**src/cog_timing_pkg.sv**
```systemverilog
// package for the complementary output timing block: register map, fields, timing constants
// assumes a plain register port with byte-wide data in the low bits of an 8-bit word
package cog_timing_pkg;

    localparam int          ADDR_W        = 4;
    localparam int          DATA_W        = 8;
    localparam int          CNT_W         = 4;

    // register map (word index on the plain port)
    localparam logic [3:0]  ADDR_DB       = 4'h0;
    localparam logic [3:0]  ADDR_BLK      = 4'h1;
    localparam logic [3:0]  ADDR_PH       = 4'h2;
    localparam logic [3:0]  ADDR_CON0     = 4'h3;
    localparam logic [3:0]  ADDR_CON1     = 4'h4;
    localparam logic [3:0]  ADDR_ASD      = 4'h5;
    localparam logic [3:0]  ADDR_IRQ_STAT = 4'h6;
    localparam logic [3:0]  ADDR_IRQ_EN   = 4'h7;
    localparam logic [3:0]  ADDR_IRQ_CLR  = 4'h8;

    // field positions
    localparam int          HI_LSB        = 4;
    localparam int          LO_LSB        = 0;
    localparam int          CON0_EN_BIT   = 7;
    localparam int          ASD_EN_BIT    = 7;
    localparam int          ASD_C2_BIT    = 2;
    localparam int          ASD_C1_BIT    = 1;

    // interrupt status layout
    localparam int          IRQ_W         = 3;
    localparam int          IRQ_RISE_BIT  = 0;
    localparam int          IRQ_FALL_BIT  = 1;
    localparam int          IRQ_SHUT_BIT  = 2;

    localparam logic [7:0]  ZERO8         = 8'h00;
    localparam logic [3:0]  ZERO4         = 4'h0;
    localparam logic [3:0]  ONE4          = 4'h1;

    typedef struct packed {
        logic [CNT_W-1:0] rise;
        logic [CNT_W-1:0] fall;
    } nibble_pair_t;

    typedef struct packed {
        logic primary;
        logic complement;
    } out_pair_t;

endpackage : cog_timing_pkg

```
**src/cog_timing.sv**
```systemverilog
// complementary output timing: phase delay on rising events, blanking and dead-band on rising/falling events
// assumes rise/fall event inputs and comparator outputs are synchronous to clk_sys
//
// Implementation choices: the register addresses and the strobed register port.
module cog_timing
    import cog_timing_pkg::*;
(
    // clock and reset
    input  wire logic              clk_sys,
    input  wire logic              resetn,
    // register port
    input  wire logic [ADDR_W-1:0] reg_addr,
    input  wire logic [DATA_W-1:0] reg_wdata,
    input  wire logic              reg_write,
    input  wire logic              reg_read,
    output logic      [DATA_W-1:0] reg_rdata,
    // event sources
    input  wire logic              rise_event,
    input  wire logic              fall_event,
    input  wire logic              comparator_one_output,
    input  wire logic              comparator_two_output,
    // outputs
    output out_pair_t              drive,
    output logic                   shutdown,
    output logic                   irq
);

    ////////////////////////////////////////////////////////////////////////////
    // registers

    nibble_pair_t     dead_band_count_q;
    nibble_pair_t     blanking_count_q;
    logic [CNT_W-1:0] phase_count_q;
    logic [7:0]       waveform_control_zero_q;
    logic [7:0]       waveform_control_one_q;
    logic [7:0]       shutdown_control_q;
    logic [IRQ_W-1:0] irq_stat_q;
    logic [IRQ_W-1:0] irq_en_q;
    logic [IRQ_W-1:0] irq_evt;
    logic [DATA_W-1:0] rdata_q;

    // count registers are not reset on purpose: they hold across warm resets
    always_ff @(posedge clk_sys) begin
        if (reg_write) begin
            unique case (reg_addr)
                ADDR_DB:  dead_band_count_q <= reg_wdata;
                ADDR_BLK: blanking_count_q  <= reg_wdata;
                ADDR_PH:  phase_count_q     <= reg_wdata[CNT_W-1:0];
                default: ;
            endcase
        end
    end

    always_ff @(posedge clk_sys) begin
        if (!resetn) begin
            waveform_control_zero_q <= ZERO8;
            waveform_control_one_q  <= ZERO8;
            shutdown_control_q      <= ZERO8;
            irq_en_q                <= '0;
        end else if (reg_write) begin
            unique case (reg_addr)
                ADDR_CON0:   waveform_control_zero_q <= reg_wdata;
                ADDR_CON1:   waveform_control_one_q  <= reg_wdata;
                ADDR_ASD:    shutdown_control_q      <= reg_wdata;
                ADDR_IRQ_EN: irq_en_q                <= reg_wdata[IRQ_W-1:0];
                default: ;
            endcase
        end
    end

    // set wins over a clear in the same cycle
    always_ff @(posedge clk_sys) begin
        if (!resetn) begin
            irq_stat_q <= '0;
        end else begin
            if (reg_write && reg_addr == ADDR_IRQ_CLR) begin
                irq_stat_q <= (irq_stat_q & ~reg_wdata[IRQ_W-1:0]) | irq_evt;
            end else begin
                irq_stat_q <= irq_stat_q | irq_evt;
            end
        end
    end

    always_ff @(posedge clk_sys) begin
        if (!resetn) begin
            rdata_q <= ZERO8;
        end else if (reg_read) begin
            unique case (reg_addr)
                ADDR_DB:       rdata_q <= dead_band_count_q;
                ADDR_BLK:      rdata_q <= blanking_count_q;
                ADDR_PH:       rdata_q <= {ZERO4, phase_count_q};
                ADDR_CON0:     rdata_q <= waveform_control_zero_q;
                ADDR_CON1:     rdata_q <= waveform_control_one_q;
                ADDR_ASD:      rdata_q <= shutdown_control_q;
                ADDR_IRQ_STAT: rdata_q <= {{(DATA_W-IRQ_W){1'b0}}, irq_stat_q};
                ADDR_IRQ_EN:   rdata_q <= {{(DATA_W-IRQ_W){1'b0}}, irq_en_q};
                default:       rdata_q <= ZERO8;
            endcase
        end else begin
            rdata_q <= ZERO8;
        end
    end

    // unmapped and write-only words read as zero; the port never stalls the master
    assign reg_rdata = rdata_q;
    assign irq       = |(irq_stat_q & irq_en_q);

    ////////////////////////////////////////////////////////////////////////////
    // shutdown

    logic enabled;
    logic shut_now;

    assign enabled  = waveform_control_zero_q[CON0_EN_BIT];
    assign shut_now = shutdown_control_q[ASD_EN_BIT]
                    | (shutdown_control_q[ASD_C2_BIT] & ~comparator_two_output)
                    | (shutdown_control_q[ASD_C1_BIT] & ~comparator_one_output);
    // left combinational so a comparator trip clears the drive at the very next edge
    assign shutdown = shut_now;

    ////////////////////////////////////////////////////////////////////////////
    // event timing

    logic [CNT_W-1:0] phase_cnt_q;
    logic             phase_busy_q;
    logic [CNT_W-1:0] blank_fall_q;   // while nonzero falling events are ignored
    logic [CNT_W-1:0] blank_rise_q;   // while nonzero rising events are ignored
    logic [CNT_W-1:0] dead_rise_q;
    logic [CNT_W-1:0] dead_fall_q;
    logic             rise_pend_q;
    logic             fall_pend_q;
    logic             rise_ok;
    logic             fall_ok;
    logic             rise_act;
    logic             primary_q;
    logic             complement_q;

    // events are levels sampled every cycle: a held level is taken again each cycle
    assign rise_ok = enabled && rise_event && blank_rise_q == ZERO4;
    assign fall_ok = enabled && fall_event && blank_fall_q == ZERO4;

    // phase delay; a zero count passes the rising event straight on
    // a new rising event during a running delay restarts it from the full count
    assign rise_act = (rise_ok && phase_count_q == ZERO4)
                    || (phase_busy_q && phase_cnt_q == ONE4);

    always_ff @(posedge clk_sys) begin
        if (!resetn || !enabled) begin
            phase_busy_q <= 1'b0;
            phase_cnt_q  <= ZERO4;
        end else if (rise_ok && phase_count_q != ZERO4) begin
            phase_busy_q <= 1'b1;
            phase_cnt_q  <= phase_count_q;
        end else if (phase_busy_q) begin
            phase_cnt_q  <= phase_cnt_q - ONE4;
            phase_busy_q <= (phase_cnt_q != ONE4);
        end
    end

    always_ff @(posedge clk_sys) begin
        if (!resetn || !enabled) begin
            blank_fall_q <= ZERO4;
            blank_rise_q <= ZERO4;
        end else begin
            if (rise_act) begin
                blank_fall_q <= blanking_count_q.rise;
            end else if (blank_fall_q != ZERO4) begin
                blank_fall_q <= blank_fall_q - ONE4;
            end
            if (fall_ok) begin
                blank_rise_q <= blanking_count_q.fall;
            end else if (blank_rise_q != ZERO4) begin
                blank_rise_q <= blank_rise_q - ONE4;
            end
        end
    end

    // a rising event drops the complement at once and raises the primary after dead band
    // it also cancels a pending complement edge, which keeps the two switches apart
    always_ff @(posedge clk_sys) begin
        if (!resetn || !enabled || shut_now) begin
            primary_q    <= 1'b0;
            complement_q <= 1'b0;
            rise_pend_q  <= 1'b0;
            fall_pend_q  <= 1'b0;
            dead_rise_q  <= ZERO4;
            dead_fall_q  <= ZERO4;
        end else if (rise_act) begin
            complement_q <= 1'b0;
            fall_pend_q  <= 1'b0;
            if (dead_band_count_q.rise == ZERO4) begin
                primary_q   <= 1'b1;
                rise_pend_q <= 1'b0;
            end else begin
                rise_pend_q <= 1'b1;
                dead_rise_q <= dead_band_count_q.rise;
            end
        end else if (fall_ok) begin
            primary_q   <= 1'b0;
            rise_pend_q <= 1'b0;
            if (dead_band_count_q.fall == ZERO4) begin
                complement_q <= 1'b1;
                fall_pend_q  <= 1'b0;
            end else begin
                fall_pend_q <= 1'b1;
                dead_fall_q <= dead_band_count_q.fall;
            end
        end else begin
            if (rise_pend_q) begin
                dead_rise_q <= dead_rise_q - ONE4;
                if (dead_rise_q == ONE4) begin
                    rise_pend_q <= 1'b0;
                    primary_q   <= 1'b1;
                end
            end
            if (fall_pend_q) begin
                dead_fall_q <= dead_fall_q - ONE4;
                if (dead_fall_q == ONE4) begin
                    fall_pend_q  <= 1'b0;
                    complement_q <= 1'b1;
                end
            end
        end
    end

    assign drive.primary    = primary_q;
    assign drive.complement = complement_q;

    always_comb begin
        irq_evt               = '0;
        irq_evt[IRQ_RISE_BIT] = rise_act;
        irq_evt[IRQ_FALL_BIT] = fall_ok;
        irq_evt[IRQ_SHUT_BIT] = enabled && shut_now;
    end

    ////////////////////////////////////////////////////////////////////////////
    // assertions

    AST_PH_READ_ZERO: assert property (@(posedge clk_sys) disable iff (!resetn)
        reg_read |=> reg_rdata[DATA_W-1:HI_LSB] == ZERO4 || $past(reg_addr) != ADDR_PH)
        else $error("phase upper nibble not zero");

    AST_SHUT_C2: assert property (@(posedge clk_sys) disable iff (!resetn)
        shutdown_control_q[ASD_C2_BIT] && !comparator_two_output |=> !primary_q && !complement_q)
        else $error("comparator two shutdown ignored");

    AST_SHUT_C1: assert property (@(posedge clk_sys) disable iff (!resetn)
        shutdown_control_q[ASD_C1_BIT] && !comparator_one_output |=> !primary_q && !complement_q)
        else $error("comparator one shutdown ignored");

    AST_NO_OVERLAP: assert property (@(posedge clk_sys) disable iff (!resetn)
        !(primary_q && complement_q))
        else $error("both outputs high");

    AST_RISE_DEAD: assert property (@(posedge clk_sys) disable iff (!resetn)
        rise_act && dead_band_count_q.rise != ZERO4 |=> !$rose(primary_q))
        else $error("primary rose inside dead band");

    AST_FALL_DEAD: assert property (@(posedge clk_sys) disable iff (!resetn)
        fall_ok && dead_band_count_q.fall != ZERO4 |=> !$rose(complement_q))
        else $error("complement rose inside dead band");

    AST_RISE_ZERO: assert property (@(posedge clk_sys) disable iff (!resetn)
        rise_act && dead_band_count_q.rise == ZERO4 && enabled && !shut_now |=> primary_q)
        else $error("zero dead band delayed primary");

    AST_BLANK_FALL: assert property (@(posedge clk_sys) disable iff (!resetn)
        rise_act && blanking_count_q.rise != ZERO4 |=> !fall_ok)
        else $error("falling event not blanked");

    AST_BLANK_RISE: assert property (@(posedge clk_sys) disable iff (!resetn)
        fall_ok && blanking_count_q.fall != ZERO4 |=> !rise_ok)
        else $error("rising event not blanked");

    AST_PHASE: assert property (@(posedge clk_sys) disable iff (!resetn)
        rise_ok && phase_count_q != ZERO4 && !phase_busy_q
        |-> !rise_act ##1 (phase_busy_q && phase_cnt_q == $past(phase_count_q)))
        else $error("phase delay skipped");

    // helper for the phase check: counts up from the arming edge, apart from the
    // phase counter, so an off-by-one in the countdown shows up
    logic [CNT_W-1:0] ph_seen_q;
    logic [CNT_W-1:0] ph_want_q;
    logic             ph_armed_q;

    always_ff @(posedge clk_sys) begin
        if (!resetn || !enabled) begin
            ph_armed_q <= 1'b0;
            ph_seen_q  <= ZERO4;
            ph_want_q  <= ZERO4;
        end else if (rise_ok && phase_count_q != ZERO4) begin
            ph_armed_q <= 1'b1;
            ph_seen_q  <= ONE4;
            ph_want_q  <= phase_count_q;
        end else if (ph_armed_q) begin
            ph_armed_q <= (ph_seen_q != ph_want_q);
            ph_seen_q  <= ph_seen_q + ONE4;
        end
    end

    AST_PHASE_COUNT: assert property (@(posedge clk_sys) disable iff (!resetn)
        ph_armed_q && !(rise_ok && phase_count_q == ZERO4)
        |-> rise_act == (ph_seen_q == ph_want_q))
        else $error("phase delay length wrong");

    AST_PRIM_CAUSE: assert property (@(posedge clk_sys) disable iff (!resetn)
        $rose(primary_q) |-> $past(rise_act && dead_band_count_q.rise == ZERO4)
            || $past(rise_pend_q && dead_rise_q == ONE4))
        else $error("primary rose before its dead band ran out");

    AST_COMP_CAUSE: assert property (@(posedge clk_sys) disable iff (!resetn)
        $rose(complement_q) |-> $past(fall_ok && !rise_act && dead_band_count_q.fall == ZERO4)
            || $past(fall_pend_q && dead_fall_q == ONE4))
        else $error("complement rose before its dead band ran out");

    AST_RISE_DROPS_COMP: assert property (@(posedge clk_sys) disable iff (!resetn)
        rise_act |=> !complement_q)
        else $error("complement kept after rising event");

    AST_FALL_DROPS_PRIM: assert property (@(posedge clk_sys) disable iff (!resetn)
        fall_ok && !rise_act |=> !primary_q)
        else $error("primary kept after falling event");

    AST_FALL_ZERO: assert property (@(posedge clk_sys) disable iff (!resetn)
        fall_ok && !rise_act && dead_band_count_q.fall == ZERO4 && !shut_now |=> complement_q)
        else $error("zero dead band delayed complement");

    AST_BLANK_ZERO_R: assert property (@(posedge clk_sys) disable iff (!resetn)
        rise_act && blanking_count_q.rise == ZERO4 |=> blank_fall_q == ZERO4)
        else $error("zero rising blank opened a window");

    AST_BLANK_ZERO_F: assert property (@(posedge clk_sys) disable iff (!resetn)
        fall_ok && blanking_count_q.fall == ZERO4 |=> blank_rise_q == ZERO4)
        else $error("zero falling blank opened a window");

endmodule : cog_timing

```
**config.mk**
```make
export PLATFORM = sky130hd
export DESIGN_NAME = cog_timing
export DESIGN_NICKNAME = d
export VERILOG_FILES = /design/src/cog_timing_pkg.sv /design/src/cog_timing.sv
export SDC_FILE = /design/constraint.sdc
export NUM_CORES = 1
export LEC_CHECK = 0
export CAP_MARGIN = 5
export CORE_MARGIN = 2
export CORE_UTILIZATION = 60
export CTS_CLUSTER_SIZE = 8
export DETAILED_ROUTE_END_ITERATION = 6
export DONT_BUFFER_PORTS = 1
export PLACE_DENSITY = 0.76
export SYNTH_ARGS = -nofsm -noshare
export SYNTH_HDL_FRONTEND = slang
export SYNTH_SLANG_ARGS = --single-unit
```
**constraint.sdc**
```tcl
create_clock -name clk_sys -period 2.2 [get_ports clk_sys]
set_input_delay 0.33 -clock clk_sys [delete_from_list [all_inputs] [get_ports clk_sys]]
set_output_delay 0.33 -clock clk_sys [all_outputs]
set_load 0.01 [all_outputs]
```
* Word-level counts from Yosys, hierarchy flattened
Index checks and enable logic that the tools add are counted.
Storage, ports and cells: bits in registers 83, output and inout bits 12, bits of input ports 20, logic and storage cells 135
Operators by class: reduce and logical (&&, ||, !) cells 45, bitwise gates (word level) 12, muxes and demuxes 35, eq/ne operators 17, add/sub/neg operators 5
Operators with widths (count):
- case mux 8 bit (8 select lines) | 1
- 2-to-1 mux 4 bit | 13
- logical NOT 4 bit | 6
- 2-to-1 mux 1 bit | 20
- subtractor 4 x 1 -> 4 bit (second input constant) | 5
- equality test 4 x 1 -> 1 bit (second input constant) | 4
- equality test 4 x 3 -> 1 bit (second input constant) | 4
- AND reduction 2 bit | 8
- AND reduction 3 bit | 4
- nonzero test 2 bit | 6
- nonzero test 4 bit | 3
- logical AND 1 bit | 9
- equality test 4 x 2 -> 1 bit (second input constant) | 2
- bitwise AND 3 bit | 2
- inequality test 2 x 1 -> 1 bit (second input constant) | 3
- bitwise OR 3 bit | 2
- nonzero test 3 bit | 2
- equality test 4 bit (second input constant) | 1
- inequality test 2 bit (second input constant) | 2
- inequality test 4 x 1 -> 1 bit (second input constant) | 1
- logical OR 1 bit | 3
- 2-to-1 mux 3 bit | 1
- NOT 1 bit | 3
- NOT 3 bit | 1
- 5 further kinds | 8

* Longest topological paths before layout
depth in word-level cells 7, depth in mapped cells 9, depth with buffers taken out 6

* Worst setup path before layout
OpenSTA, ideal clock, no wires.
path type register to register, start register blank_rise_q[0], end register dead_fall_q[0], stages on the path, launching flop included 10, required time 2.077 ns, path buffers 3, arrival 1.761 ns, slack 0.316 ns, setup time 0.123 ns, clock period less this slack 1.884 ns, path through dfxtp_1 > inv_1 > ha_1 > or3b_1 > buf_2 > o31a_1 > buf_6 > buf_6 > o211ai_1 > o22ai_1
Between the ends: cells in the longest elaborated chain, start to end 6
Ends and longest elaborated chain:
- from (decl) | RTL line cog_timing.sv:127 | logic [CNT_W-1:0] blank_rise_q;
- from (signal assigned) | RTL line cog_timing.sv:171 | blank_rise_q <= blanking_count_q.fall;
- from (signal assigned) | RTL line cog_timing.sv:173 | blank_rise_q <= blank_rise_q - ONE4;
- logical NOT 4 bit | RTL line cog_timing.sv:139 | assign rise_ok = enabled && rise_event && blank_rise_q == ZERO4;
- logical AND 1 bit | RTL line cog_timing.sv:139
- logical AND 1 bit | RTL line cog_timing.sv:144 | assign rise_act = (rise_ok && phase_count_q == ZERO4)
- logical OR 1 bit | RTL line cog_timing.sv:145 | || (phase_busy_q && phase_cnt_q == ONE4);
- NOT 1 bit (no line)
- AND reduction 3 bit (no line)
- to (signal assigned) | RTL line cog_timing.sv:206 | dead_fall_q <= dead_band_count_q.fall;
- to (signal assigned) | RTL line cog_timing.sv:217 | dead_fall_q <= dead_fall_q - ONE4;
- to (decl) | RTL line cog_timing.sv:129 | logic [CNT_W-1:0] dead_fall_q;
Every way passes these cells. A chain may end at the register's enable or synchronous reset.

* Final worst setup path
start register blank_rise_q[0], end register dead_rise_q[0]
Between the ends: cells in the longest elaborated chain, start to end 6, elaborated cells on any way between the ends 9, those cells by class eq/ne: 2; mux: 1; reduce/logical: 6
Ends and longest elaborated chain:
- logical NOT 4 bit (*) | RTL line cog_timing.sv:139
- logical AND 1 bit (*) | RTL line cog_timing.sv:139
- logical AND 1 bit (*) | RTL line cog_timing.sv:144
- logical OR 1 bit (*) | RTL line cog_timing.sv:145
- inequality test 2 bit (no line), or another cell as far along
- AND reduction 3 bit (no line)
- to (signal assigned) | RTL line cog_timing.sv:196 | dead_rise_q <= dead_band_count_q.rise;
- to (signal assigned) | RTL line cog_timing.sv:210 | dead_rise_q <= dead_rise_q - ONE4;
- to (decl) | RTL line cog_timing.sv:128 | logic [CNT_W-1:0] dead_rise_q;
Every way passes the cells marked *; elsewhere a longest branch is shown, timed or not.

==> flow_summary.json <==
{
  "antenna_left": 0,
  "peakVddDrop_uv": 399,
  "setup_viol": 0,
  "cpPeakStageDelay_ps": 400,
  "fin_skew_ps": 7.17,
  "gr-total-overflow": 0,
  "wl_mm": 9.51,
  "die_width_um": 86.1,
  "critPathMaxFanout": 7,
  "clock.fmax_mhz": 481,
  "clkLatencyLatePin_ps": 360,
  "start_util": 0.630,
  "layout-drive-gt1-share": 0.113,
  "maxCapViolations": 0,
  "max_slew_margin": 0.509,
  "design.die.area_sq_mm": 0.00741,
  "drt_iter0_drc": 211,
  "holdPathEnd": "blanking_count_q[7]",
  "cts_buffers": 9,
  "critPathLaunchType": "register",
  "leakagePower_nw": 1.42,
  "h-tree-depth": 3,
  "final_common_cell": "dfxtp_1",
  "synth_edf_count": 20,
  "p_clk_frac": 0.402,
  "ys_types": 64,
  "p_seq_frac": 0.573,
  "n_fill_cell": 514,
  "r2r_cells": 8,
  "antenna_cells": 0,
  "globalplace.congestion": 0.922,
  "hp-start": "reg_wdata[7]",
  "stdcell_count": 509,
  "antenna_found_initial": 0,
  "hpwl_mm": 6.76,
  "power_density_mw_per_mm2": 637,
  "post-route-util": 0.676,
  "synthFlopType": "dfxtp_1",
  "cts_hold_buffers": 0,
  "io_buffers": 0,
  "syn_area_sq_mm": 0.00405,
  "holdWs_ps": 63.4,
  "hold_path_depth": 0,
  "synthArstFlopShare": 0,
  "cts_tree": "built",
  "hold_path.class": "input port to register",
  "vias": 3284,
  "rsz0062_at_grt": "no",
  "worst_pin_slew_ps": 729,
  "track_usage": 0.270,
  "die_y_um": 86.1,
  "grt_pass1_wl_mm": 15.5,
  "path_common_cell": "buf_4",
  "cts_resized": 0,
  "required_ps": 2480,
  "status": "finished, final reports clean",
  "intPower_w": 0.00214,
  "rows": 29,
  "p_total_w": 0.00277,
  "cts_setup_buffers": 0,
  "combPwrFrac": 0.025,
  "fin_crit_sh": 0.945,
  "min_period_ps": 2080,
  "cp_slowest_cell": "or3b_1",
  "vias_per_cell": 6.45,
  "first_global_vias": 3071,
  "drv_slew": 0,
  "p_switching_w": 0.000623,
  "rr_startpoint": "blank_rise_q[0]",
  "synth_cells": 426,
  "layout_common_cells": "dfxtp_1, nand2_1, nand3_1",
  "finalHoldViolations": 0,
  "cts.sinks": 83,
  "dp.cells": 493,
  "synth-seq-cells": 83,
  "area_growth_pct": 7.33,
  "cts_buffer_depth": 2,
  "synth_seq_area_share": 0.460,
  "r2r_end": "dead_rise_q[0]",
  "fin_nets": 457,
  "syn_nets": 456,
  "grt_max_degree": 33,
  "io_pins": 32,
  "endpoint_kind": "register",
  "netSwitchingFraction": 0.225,
  "fin_setup_tns_ps": 0,
  "wl_per_cell_um": 18.7,
  "arrival_ps": 2360,
  "drtPass1Iterations": 5,
  "clk_pin_slew_ps": 90,
  "synth_area_per_cell_sq_um": 9.50,
  "synth-warning-count": 0,
  "drc": 0,
  "r2r_slack_ps": 120,
  "clockRootBuffer": "clkbuf_8",
  "cp_cell_sequence": "inv_1 -> ha_1 -> or3b_1 -> buf_4 -> o31ai_4 -> buf_4 -> nand2_1 -> a31oi_1",
  "design.core.area_sq_mm": 0.00642,
  "path_class": "register to register"
}
per-stage QoR:
step                setup WS (ps)  instance area [sq um]
floorplan                     316                   4050
global placement              170                   4130
finish                        120                   4340
global route                 9.63                   4340
detailed placement           70.8                   4130
CTS                          35.6                   4330
worst max path at each step:
stage,from,end
floorplan,blank_rise_q[0],dead_fall_q[0]
global placement,blank_rise_q[0],dead_rise_q[3]
detailed placement,blank_rise_q[0],dead_rise_q[0]
CTS,blank_rise_q[0],dead_rise_q[0]
global route,blank_fall_q[0],complement_q
finish,blank_rise_q[0],dead_rise_q[0]
power by group through the flow:
| stage | Combinational, W | Sequential (W) | Clock (W) |
|---|---|---|---|
| after floorplan | 0.0000791 | 0.00162 | 0 |
| final | 0.0000682 | 0.00159 | 0.00111 |
| after global routing | 0.0000736 | 0.00159 | 0.00120 |
| after CTS | 0.0000675 | 0.00159 | 0.00114 |
| after detailed placement | 0.0000672 | 0.00162 | 0 |
| after global placement | 0.0000666 | 0.00162 | 0 |
cell families after synthesis:
family,Yosys count,synth area share
buffers and inverters,40,0.0448
multiplexers,13,0.0356
AND/OR/NAND/NOR,166,0.221
XOR/XNOR,5,0.0108
flip-flops,83,0.460
adder cells (fa/ha/maj),10,0.0309
AO/OA/AOI/OAI,109,0.196
final cells by class:
type	count	area, sq um	share of cell area
Tap cell	77	96.3	0.0222
Clock inverter	7	75.1	0.0173
Sequential cell	83	1860	0.429
Multi-Input combinational cell	303	2010	0.463
Timing Repair Buffer	16	120	0.0277
Clock buffer	9	124	0.0285
Inverter	14	52.6	0.0121
per-layer routing:
layer	GRT usage	wire length (um)	up-vias
met4	0.0952	146	0
li1	-	-	1582
met5	0	0	-
met3	0.0539	510	14
met2	0.418	4580	88
met1	0.376	4270	1600
Yosys cell counts, types with 5 or more instances:
cell,instances,area (sq um)
a21oi_1,18,90.1
a31oi_1,10,62.6
ha_1,10,125
mux2i_1,11,110
nand3_1,32,160
a21boi_0,25,188
nor2_1,12,45.0
o21ai_0,5,25.0
a22oi_1,14,105
nand2_1,61,229
clkbuf_1,16,60.1
nor3_1,9,45.0
or3_1,6,37.5
o211ai_1,7,52.6
nor2b_1,7,43.8
nor4_1,6,37.5
edfxtp_1,20,601
dfxtp_1,63,1260
inv_1,14,52.6
worst max-delay path, delay by kind of cell (launching register included):
kind,cells,cell delay (ps)
AOI/OAI and AO/OA,2,540
buffers and inverters,3,490
and+or+nand+nor,2,460
DFF,1,330
adders and majority gates,1,180
registers in the layout, indices dropped and copies added (netlist names), 3 cells and up:
name / count
dead_band_count_q: 8
dead_fall_q: 4
waveform_control_one_q: 8
shutdown_control_q: 8
reg_rdata: 8
dead_rise_q: 4
phase_cnt_q: 4
phase_count_q: 4
waveform_control_zero_q: 8
blanking_count_q: 8
irq_stat_q: 3
irq_en_q: 3
blank_rise_q: 4
blank_fall_q: 4
No activity file was read; power rests on OpenSTA's default activity.
